[config.mk]
export PLATFORM = sky130hd
export DESIGN_NAME = adcc_top
export DESIGN_NICKNAME = d
export VERILOG_FILES = /design/src/inc/adcc_pkg.sv /design/src/hdl/adcc_clkdiv.sv /design/src/hdl/adcc_top.sv
export SDC_FILE = /design/constraint.sdc
export NUM_CORES = 1
export LEC_CHECK = 0
export BUFFER_PORTS_ARGS = -buffer_cell sky130_fd_sc_hd__buf_2
export CAP_MARGIN = 20
export CORE_UTILIZATION = 55
export CTS_CLUSTER_DIAMETER = 150
export DETAILED_ROUTE_END_ITERATION = 8
export GPL_ROUTABILITY_DRIVEN = 1
export GPL_TIMING_DRIVEN = 1
export PLACE_DENSITY = 0.83
export RECOVER_POWER = 25
export SLEW_MARGIN = 20
export SYNTH_ARGS = -nofsm -noshare
export SYNTH_HDL_FRONTEND = slang
export SYNTH_SLANG_ARGS = --single-unit
[constraint.sdc]
create_clock -name clk -period 5.35 [get_ports clk]
set_clock_uncertainty 0.2 [all_clocks]
set_input_delay 0.8025 -clock clk [delete_from_list [all_inputs] [get_ports clk]]
set_output_delay 0.8025 -clock clk [all_outputs]
set_load 0.05 [all_outputs]
[src/inc/adcc_pkg.sv]
package adcc_pkg;
  // register byte addresses (own choice, aligned words)
  localparam logic [7:0] ADDR_CONV_CTRL   = 8'h00;
  localparam logic [7:0] ADDR_SRC_CFG     = 8'h04;
  localparam logic [7:0] ADDR_RES_HIGH    = 8'h08;
  localparam logic [7:0] ADDR_RES_LOW     = 8'h0C;
  localparam logic [7:0] ADDR_IRQ_STATUS  = 8'h10;
  localparam logic [7:0] ADDR_IRQ_ENABLE  = 8'h14;
  localparam logic [7:0] ADDR_IRQ_CLEAR   = 8'h18;
  localparam logic [7:0] ADDR_CONV_RESULT = 8'h1C;

  // conversion_control fields
  localparam int BIT_START   = 7;
  localparam int BIT_BUSY    = 6;
  localparam int BIT_POWER   = 5;
  localparam int BIT_JUSTIFY = 4;
  localparam int CHSEL_HI    = 3;
  // source_reference_clock_config fields
  localparam int SRC_HI = 7;
  localparam int SRC_LO = 5;
  localparam int REF_HI = 4;
  localparam int REF_LO = 3;
  localparam int DIV_HI = 2;

  localparam logic [7:0] CTRL_RESET = 8'h00;
  localparam logic [7:0] CFG_RESET  = 8'h00;

  // input source codes
  localparam logic [2:0] SRC_EXT      = 3'h0;
  localparam logic [2:0] SRC_BANDGAP  = 3'h1;
  localparam logic [2:0] SRC_SMOKE_A  = 3'h2;
  localparam logic [2:0] SRC_SMOKE_B  = 3'h3;
  localparam logic [2:0] SRC_HORN     = 3'h4;
  localparam logic [1:0] REF_ANALOG   = 2'h1;
  localparam logic [3:0] CHAN_LAST    = 4'h7;

  // one-hot analog mux selects
  localparam int MUX_W       = 12;
  localparam int MUX_BANDGAP = 8;
  localparam int MUX_SMOKE_A = 9;
  localparam int MUX_SMOKE_B = 10;
  localparam int MUX_HORN    = 11;

  localparam int RES_W   = 12;
  localparam int IRQ_W   = 2;
  localparam int IRQ_DONE  = 0;
  localparam int IRQ_START = 1;
  // sampling phase length in converter clocks
  localparam int CONV_CLKS = 16;

  typedef enum logic [1:0] {ADCC_IDLE, ADCC_SAMPLE, ADCC_CONVERT} adcc_state_e;
endpackage : adcc_pkg

[src/hdl/adcc_clkdiv.sv]
`timescale 1ns/1ps
module adcc_clkdiv
  import adcc_pkg::*;
#(
  parameter int DIV_W = 7
) (
  input  wire logic       clk,     // system clock
  input  wire logic       rst,     // async reset, active high
  input  wire logic       run,     // divider runs while high
  input  wire logic [2:0] div_sel, // log2 of division ratio
  output logic            tick     // one pulse per converter clock
);
  logic [DIV_W-1:0] cnt_ff;
  logic [DIV_W-1:0] limit;

  // ratio 2**div_sel, terminal count one below
  assign limit = DIV_W'((1 << div_sel) - 1);

  always_ff @(posedge clk or posedge rst) begin
    if (rst) begin
      cnt_ff <= '0;
    end else if (!run || cnt_ff >= limit) begin
      cnt_ff <= '0;
    end else begin
      cnt_ff <= cnt_ff + 1'b1;
    end
  end

  always_ff @(posedge clk or posedge rst) begin
    if (rst) begin
      tick <= 1'b0;
    end else begin
      tick <= run && (cnt_ff >= limit);
    end
  end
endmodule : adcc_clkdiv

[src/hdl/adcc_top.sv]
`timescale 1ns/1ps
//
// Behaviour
// RULE1: source 000 feeds selected external channel
// RULE2: source codes 101-111 act like 000
// RULE3: source 001 feeds bandgap voltage
// RULE4: source 010 feeds smoke amp A
// RULE5: source 011 feeds smoke amp B
// RULE6: source 100 feeds horn line amp
// RULE7: software avoids external pin with internal source
// RULE8: reference 00 uses external reference pin
// RULE9: reference 01 uses internal analog supply
// RULE10: reference 1x uses external reference pin
// RULE11: software leaves ref pin unconfigured with 01
// RULE12: divider codes 0-3 give fsys/1,2,4,8
// RULE13: divider codes 4-7 give fsys/16..128
// RULE14: start bit low-high-low starts conversion
// RULE15: busy set on start, cleared with interrupt
// RULE16: justify selects result byte layout
// RULE17: power off stops converter, result held
// RULE18: reset clears control; busy ignores writes
// RULE19: channel codes 0-7 pick pin, else none
module adcc_top
  import adcc_pkg::*;
(
  input  wire logic                    clk,            // 20 MHz system clock
  input  wire logic                    rst,            // async reset, active high
  input  wire logic                    psel,           // apb select
  input  wire logic                    penable,        // apb access phase
  input  wire logic                    pwrite,         // apb write
  input  wire logic [7:0]              paddr,          // apb byte address
  input  wire logic [31:0]             pwdata,         // apb write data
  output logic      [31:0]             prdata,         // apb read data
  output logic                         pready,         // apb ready
  output logic                         pslverr,        // apb error, unmapped
  output logic                         irq,            // level interrupt
  input  wire logic                    conv_done,      // analog core end of conversion
  input  wire logic [adcc_pkg::RES_W-1:0] conv_data,   // analog core result
  output logic                         conv_clk_tick,  // converter clock pulse
  output logic                         conv_start,     // one-cycle start to analog core
  output logic                         converter_power_on, // analog power enable
  output logic      [adcc_pkg::MUX_W-1:0] input_mux_sel, // one-hot analog mux
  output logic                         ref_from_supply // 1: analog_supply, 0: ref pin
);
  import adcc_pkg::*;

  ////////////////////////////////////////////////////////////////////////////
  // registers
  logic [7:0]       ctrl_ff;
  logic [7:0]       cfg_ff;
  logic             busy_ff;
  logic [RES_W-1:0] result_ff;
  logic [IRQ_W-1:0] irq_status_ff;
  logic [IRQ_W-1:0] irq_enable_ff;
  logic             start_seen_ff;
  logic             done_sync1_ff;
  logic             done_sync2_ff;
  logic             done_sync3_ff;
  logic             done_level_ff;
  logic [4:0]       clk_cnt_ff;
  adcc_state_e      state_ff;
  adcc_state_e      nxt_state;

  logic             wr_en;
  logic             wr_ctrl;
  logic             wr_cfg;
  logic             wr_irq_en;
  logic             wr_irq_clr;
  logic             done_rise;
  logic             start_fire;
  logic             done_evt;
  logic             div_tick;
  logic             power;
  logic [IRQ_W-1:0] irq_set;
  logic [IRQ_W-1:0] irq_clr;

  function automatic logic addr_known(input logic [7:0] a);
    addr_known = (a == ADDR_CONV_CTRL) || (a == ADDR_SRC_CFG) ||
                 (a == ADDR_RES_HIGH) || (a == ADDR_RES_LOW) ||
                 (a == ADDR_IRQ_STATUS) || (a == ADDR_IRQ_ENABLE) ||
                 (a == ADDR_IRQ_CLEAR) || (a == ADDR_CONV_RESULT);
  endfunction : addr_known

  // write strobe for one register; wr_en already holds the access qualifier
  function automatic logic wr_hit(input logic acc, input logic [7:0] a,
                                  input logic [7:0] target);
    wr_hit = acc && (a == target);
  endfunction : wr_hit

  // writes commit only at the access edge where pready is sampled high
  assign wr_en      = psel && penable && pwrite && pready;
  assign wr_ctrl    = wr_hit(wr_en, paddr, ADDR_CONV_CTRL);
  assign wr_cfg     = wr_hit(wr_en, paddr, ADDR_SRC_CFG);
  assign wr_irq_en  = wr_hit(wr_en, paddr, ADDR_IRQ_ENABLE);
  assign wr_irq_clr = wr_hit(wr_en, paddr, ADDR_IRQ_CLEAR);
  assign power      = ctrl_ff[BIT_POWER];

  ////////////////////////////////////////////////////////////////////////////
  // apb: zero wait states
  always_ff @(posedge clk or posedge rst) begin
    if (rst) begin
      pready <= 1'b0;
    end else begin
      pready <= psel && !penable;
    end
  end

  always_ff @(posedge clk or posedge rst) begin
    if (rst) begin
      pslverr <= 1'b0;
    end else begin
      pslverr <= psel && !penable && !addr_known(paddr);
    end
  end

  // read data registered during setup so it stands in the access phase
  always_ff @(posedge clk or posedge rst) begin
    if (rst) begin
      prdata <= 32'h0000_0000;
    end else if (psel && !penable && !pwrite) begin
      unique case (paddr)
        ADDR_CONV_CTRL:  prdata <= {24'h00_0000, ctrl_ff[7], busy_ff, ctrl_ff[5:0]};
        ADDR_SRC_CFG:    prdata <= {24'h00_0000, cfg_ff};
        ADDR_RES_HIGH:   prdata <= ctrl_ff[BIT_JUSTIFY] ?             // [RULE16]
                                   {24'h00_0000, 4'h0, result_ff[11:8]} :
                                   {24'h00_0000, result_ff[11:4]};
        ADDR_RES_LOW:    prdata <= ctrl_ff[BIT_JUSTIFY] ?             // [RULE16]
                                   {24'h00_0000, result_ff[7:0]} :
                                   {24'h00_0000, result_ff[3:0], 4'h0};
        ADDR_IRQ_STATUS: prdata <= {30'h0000_0000, irq_status_ff};
        ADDR_IRQ_ENABLE: prdata <= {30'h0000_0000, irq_enable_ff};
        ADDR_CONV_RESULT: prdata <= {20'h0_0000, result_ff};
        default:         prdata <= 32'h0000_0000;
      endcase
    end
  end

  ////////////////////////////////////////////////////////////////////////////
  // control registers
  always_ff @(posedge clk or posedge rst) begin
    if (rst) begin
      ctrl_ff <= CTRL_RESET;                                          // [RULE18]
    end else if (wr_ctrl) begin
      ctrl_ff <= pwdata[7:0];
    end
  end

  always_ff @(posedge clk or posedge rst) begin
    if (rst) begin
      cfg_ff <= CFG_RESET;                                            // [RULE18]
    end else if (wr_cfg) begin
      cfg_ff <= pwdata[7:0];
    end
  end

  // start armed on rising write, fired on the falling write
  always_ff @(posedge clk or posedge rst) begin
    if (rst) begin
      start_seen_ff <= 1'b0;
    end else if (wr_ctrl) begin
      if (!ctrl_ff[BIT_START] && pwdata[BIT_START]) begin
        start_seen_ff <= 1'b1;                                        // [RULE14]
      end else if (!pwdata[BIT_START]) begin
        start_seen_ff <= 1'b0;
      end
    end
  end

  assign start_fire = wr_ctrl &&
                      start_seen_ff && ctrl_ff[BIT_START] && !pwdata[BIT_START] &&
                      power && state_ff == ADCC_IDLE;                 // [RULE14]

  ////////////////////////////////////////////////////////////////////////////
  // completion input from analog core, three-stage sampler
  always_ff @(posedge clk or posedge rst) begin
    if (rst) begin
      done_sync1_ff <= 1'b0;
      done_sync2_ff <= 1'b0;
      done_sync3_ff <= 1'b0;
    end else begin
      done_sync1_ff <= conv_done;
      done_sync2_ff <= done_sync1_ff;
      done_sync3_ff <= done_sync2_ff;
    end
  end

  // a level counts once the last two stages agree, so one odd sample is no edge
  always_ff @(posedge clk or posedge rst) begin
    if (rst) begin
      done_level_ff <= 1'b0;
    end else if (done_sync2_ff == done_sync3_ff) begin
      done_level_ff <= done_sync3_ff;
    end
  end

  assign done_rise = done_sync2_ff && done_sync3_ff && !done_level_ff;

  ////////////////////////////////////////////////////////////////////////////
  // conversion sequencer
  adcc_clkdiv #(
    .DIV_W (7)
  ) u_clkdiv (
    .clk     (clk),
    .rst     (rst),
    .run     (power),                                                 // [RULE17]
    .div_sel (cfg_ff[DIV_HI:0]),                                      // [RULE12] [RULE13]
    .tick    (div_tick)
  );

  always_comb begin
    nxt_state = state_ff;
    unique case (state_ff)
      ADCC_IDLE:    if (start_fire) nxt_state = ADCC_SAMPLE;
      ADCC_SAMPLE:  if (div_tick && clk_cnt_ff == 5'(CONV_CLKS - 1)) nxt_state = ADCC_CONVERT;
      ADCC_CONVERT: if (done_rise) nxt_state = ADCC_IDLE;
    endcase
    // power off aborts; result left untouched
    if (!power) nxt_state = ADCC_IDLE;                                // [RULE17]
  end

  assign done_evt = state_ff == ADCC_CONVERT && nxt_state == ADCC_IDLE && power;

  always_ff @(posedge clk or posedge rst) begin
    if (rst) begin
      state_ff <= ADCC_IDLE;
    end else begin
      state_ff <= nxt_state;
    end
  end

  always_ff @(posedge clk or posedge rst) begin
    if (rst) begin
      clk_cnt_ff <= 5'h00;
    end else if (state_ff != ADCC_SAMPLE) begin
      clk_cnt_ff <= 5'h00;
    end else if (div_tick) begin
      clk_cnt_ff <= clk_cnt_ff + 5'h01;
    end
  end

  // busy is not writable by software
  always_ff @(posedge clk or posedge rst) begin
    if (rst) begin
      busy_ff <= 1'b0;
    end else if (start_fire) begin
      busy_ff <= 1'b1;                                                // [RULE15] [RULE18]
    end else if (done_evt || !power) begin
      busy_ff <= 1'b0;                                                // [RULE15]
    end
  end

  always_ff @(posedge clk or posedge rst) begin
    if (rst) begin
      result_ff <= '0;
    end else if (done_evt) begin
      result_ff <= conv_data;                                         // [RULE17]
    end
  end

  always_ff @(posedge clk or posedge rst) begin
    if (rst) begin
      conv_start <= 1'b0;
    end else begin
      conv_start <= state_ff == ADCC_SAMPLE && nxt_state == ADCC_CONVERT;
    end
  end

  always_ff @(posedge clk or posedge rst) begin
    if (rst) begin
      conv_clk_tick <= 1'b0;
    end else begin
      conv_clk_tick <= div_tick;
    end
  end

  ////////////////////////////////////////////////////////////////////////////
  // analog routing
  always_ff @(posedge clk or posedge rst) begin
    if (rst) begin
      converter_power_on <= 1'b0;
    end else begin
      converter_power_on <= power;                                    // [RULE17]
    end
  end

  always_ff @(posedge clk or posedge rst) begin
    if (rst) begin
      ref_from_supply <= 1'b0;                                        // [RULE8]
    end else begin
      // only code 01 selects the supply; 00 and 1x use the pin
      ref_from_supply <= cfg_ff[REF_HI:REF_LO] == REF_ANALOG;         // [RULE9] [RULE10]
    end
  end

  // software must keep channel off-range with an internal source; here an internal source never sets a pin select bit
  always_ff @(posedge clk or posedge rst) begin
    if (rst) begin
      input_mux_sel <= '0;
    end else begin
      input_mux_sel <= '0;
      unique case (cfg_ff[SRC_HI:SRC_LO])
        SRC_BANDGAP: input_mux_sel[MUX_BANDGAP] <= 1'b1;              // [RULE3]
        SRC_SMOKE_A: input_mux_sel[MUX_SMOKE_A] <= 1'b1;              // [RULE4]
        SRC_SMOKE_B: input_mux_sel[MUX_SMOKE_B] <= 1'b1;              // [RULE5]
        SRC_HORN:    input_mux_sel[MUX_HORN] <= 1'b1;                 // [RULE6]
        default: begin
          // 000 and 101-111 route the external pin
          if (ctrl_ff[CHSEL_HI:0] <= CHAN_LAST) begin                 // [RULE1] [RULE2] [RULE19]
            input_mux_sel[ctrl_ff[2:0]] <= 1'b1;
          end
        end
      endcase
    end
  end

  ////////////////////////////////////////////////////////////////////////////
  // interrupts
  assign irq_set = {start_fire, done_evt};
  assign irq_clr = wr_irq_clr ?
                   pwdata[IRQ_W-1:0] : '0;

  always_ff @(posedge clk or posedge rst) begin
    if (rst) begin
      irq_status_ff <= '0;
    end else begin
      // set wins over a clear in the same cycle
      irq_status_ff <= (irq_status_ff & ~irq_clr) | irq_set;          // [RULE15]
    end
  end

  always_ff @(posedge clk or posedge rst) begin
    if (rst) begin
      irq_enable_ff <= '0;
    end else if (wr_irq_en) begin
      irq_enable_ff <= pwdata[IRQ_W-1:0];
    end
  end

  always_ff @(posedge clk or posedge rst) begin
    if (rst) begin
      irq <= 1'b0;
    end else begin
      irq <= |(irq_status_ff & irq_enable_ff);
    end
  end
endmodule : adcc_top

==> impl_results.md <==
- Hold Buf Count CTS: 0
- CP Launch Type: flip-flop
- Synth unique cells: 51
- Hold Vio Cnt, Final: 0
- Fmax: 334 MHz
- Largest net degree at the start of global routing: 75
- Area of the core: 7210 um2
- Root buf cell: clkbuf_8
- Async SR Flop Fraction: 100%
- Pwr/cell area: 255 nW/um2
- Relative slew slack: -13.4%
- Pins over their slew limit: 75
- Endpoints failing setup: 0
- Num ports: 109
- Maximum VDD drop: 0.116 mV
- DRC viols: 0
- Synth Flop Type: dfrtp_1
- CP arrival: 3.01 ns
- Gr usage total: 21.9%
- DR vias: 2837
- DR iter-0 viols: 199
- Row cnt: 31
- DP Worst Slack: 2.22 ns
- Finished Core Util: 64.1%
- Aggregate negative setup slack: 0 ns
- WL final: 7780 um
- Max_cap viols: 1
- Fin nets: 485
- EDFF count, synth: 0
- Initial antenna violation count: 0
- Vias in the first global route: 2696
- Post-Syn Area: 4100 um2
- CTS Buf Count: 9
- Hold Path Class: reg2reg
- GP Congestion: 0.913
- Cell count after synthesis: 348
- Minimum clock period: 3.00 ns
- Req. time, crit path: 5.36 ns
- P_leak: 2.28 nW
- Die Wd: 88.3 um
- Initial Util: 56.8%
- Critical-path maximum fanout: 10
- Synth-to-Final Area Change: 12.9%
- Die area: 7800 um2
- Post-CTS setup buffer count: 0
- Vias per std cell: 5.50
- Crit share post-route: 56.0%
- Clk Latency, worst-skew pair: 0.36 ns
- Outcome: complete, but fails checks
- Worst hold stages: 0
- Clock Tree Buf Depth: 2
- Sequential share of the synthesized area: 50.7%
- RSZ-0062 raised after global routing: false
- Num Clock Sinks: 83
- Clk pin slew, worst setup/hold paths: 0.08 ns
- Worst Reg-to-Reg Cells: 9
- Share of layout cells above drive strength 1: 30.0%
- H-Tree Depth: 3
- Worst setup EP type: flip-flop
- Post-route ant nets: 0
- Worst Slack Setup Final: 2.35 ns
- CTS resizes: 0
- Port bufs: 64
- Gr ovfl total: 0
- Post-synthesis register bit count: 83
- Number of diodes: 0
- Die Y: 88.3 um
- Post-Syn Area per Cell: 11.8 um2
- Failing checks: capacitance limit, slew limit
- First-pass GRT wire length: 12800 um
- WS Path Type: reg2reg
- Pre-antenna DRT Iters: 6
- Ys Warns: 0
- Placed wire-length estimate: 5760 um
- TritonCTS clock tree: yes
- DR WL/cell: 15.1 um
- # fillers: 595
- Measured slew at the worst slew-check pin: 1.70 ns
Yosys cell counts (all sizes together) (2+ instances only):
cell     instances  area, um2
nor3            11       65.1
a211oi           2       15.0
buf             23        176
o21ai           13       65.1
nand2           25       93.8
nor2            21       78.8
nand2b           4       25.0
inv             10       37.5
xor2             3       26.3
o211ai           4       30.0
a22o             9       78.8
and3b            3       26.3
a221oi           3       26.3
nand3            3       15.0
mux2i            5       50.1
xnor2            7       61.3
a21o             3       22.5
nand4            4       25.0
mux2            34        417
clkbuf           9       33.8
dfrtp           83       2080
and3             5       31.3
a21oi            4       20.0
and2             7       43.8
a2bb2oi          2       17.5
nor4             4       40.0
nor3b            6       45.0
nor2b            4       25.0
mux4             2       45.0
o21a             2       15.0
ha              15        188
a222oi           4       40.0
and4             2       17.5
worst max-delay path, cell delays in order, from the launching register on:
cell,delay (ns)
dfrtp_1,0.49
or3_1,0.44
ha_1,0.28
nor3_1,0.21
a21oi_1,0.06
o21a_1,0.18
ha_1,0.26
o2111ai_1,0.12
o211ai_1,0.50
nor2_1,0.12
cells by family after synthesis:
group / synth area share [%]
AOI/OAI and AO/OA: 9.83
buffers and inverters: 6.05
other: 0.0915
xor gates and xnor gates: 2.14
muxes: 12.5
DFF: 50.7
and+or+nand+nor: 14.1
adders and majority gates: 4.58
stage by stage:
| step | cells | power, W | area [um2] | hold slack, ns |
|---|---|---|---|---|
| 2_1_floorplan | 367 | 0.000718 | 4170 | 0.131 |
| 3_3_place_gp | 500 | 0.000728 | 4420 | 0.135 |
| 3_5_place_dp | 500 | 0.000730 | 4420 | 0.135 |
| 4_1_cts | 516 | 0.00119 | 4630 | 0.109 |
| 5_1_grt | 516 | 0.00123 | 4630 | 0.174 |
| 6_report | 516 | 0.00118 | 4630 | 0.152 |
cell type report:
class                      count  area [um2]  share of cell area, %
tap                           99         124                   2.68
multi-input combinational    242        1840                   39.9
inverter                      10        38.8                  0.839
sequential                    83        2080                   44.9
clock inverter                 6        71.3                   1.54
clock buffer                  10         138                   2.98
timing repair buffer          66         333                   7.20
metal layers:
layer	vias to the layer above	share of wire [%]	global-route usage, %
met5	-	0	0
met2	111	48	36.2
li1	1342	-	-
met1	1359	42	26.6
met4	0	3.4	11.3
met3	25	6.2	5.69
cells in the final DEF, fill, tap and decap left out, types with 6 or more instances in the layout:
cell type / instances
a22o_1: 9
buf_2: 64
clkbuf_8: 10
conb_1: 20
dfrtp_1: 83
ha_1: 15
inv_1: 9
mux2_2: 25
mux2_4: 9
nand2_1: 25
nor2_1: 21
nor3_1: 9
nor3b_1: 6
o21ai_0: 12
xnor2_1: 7
state kept, by name, indices dropped and copies added (netlist names), 2 cells and up:
signal / count
cfg_ff: 8
clk_cnt_ff: 5
ctrl_ff: 7
input_mux_sel: 12
irq_enable_ff: 2
irq_status_ff: 2
prdata: 12
result_ff: 12
state_ff: 2
u_clkdiv.cnt_ff: 7
final timing paths:
kind,startpoint,to,slack (ns)
max,cfg_ff[2]$_DFFE_PP0P_,u_clkdiv.cnt_ff[5]$_DFF_PP0_,2.35
min,done_sync1_ff$_DFF_PP0_,done_sync2_ff$_DFF_PP0_,0.15
max reg2reg,cfg_ff[2]$_DFFE_PP0P_,u_clkdiv.cnt_ff[5]$_DFF_PP0_,2.35
min reg2reg,done_sync1_ff$_DFF_PP0_,done_sync2_ff$_DFF_PP0_,0.15
max in group asynchronous,rst,prdata[2]$_DFFE_PP0P_,2.80
min in group asynchronous,rst,conv_clk_tick$_DFF_PP0_,0.21
report_power, final:
group / internal, W / total, W / switching (W)
Sequential: 0.000631 / 0.000633 / 0.00000241
Combinational: 0.0000178 / 0.0000829 / 0.0000651
Clock: 0.000232 / 0.000465 / 0.000232
Total: 0.000881 / 0.00118 / 0.000300
Note: power is estimated with default switching activity, not from simulation.
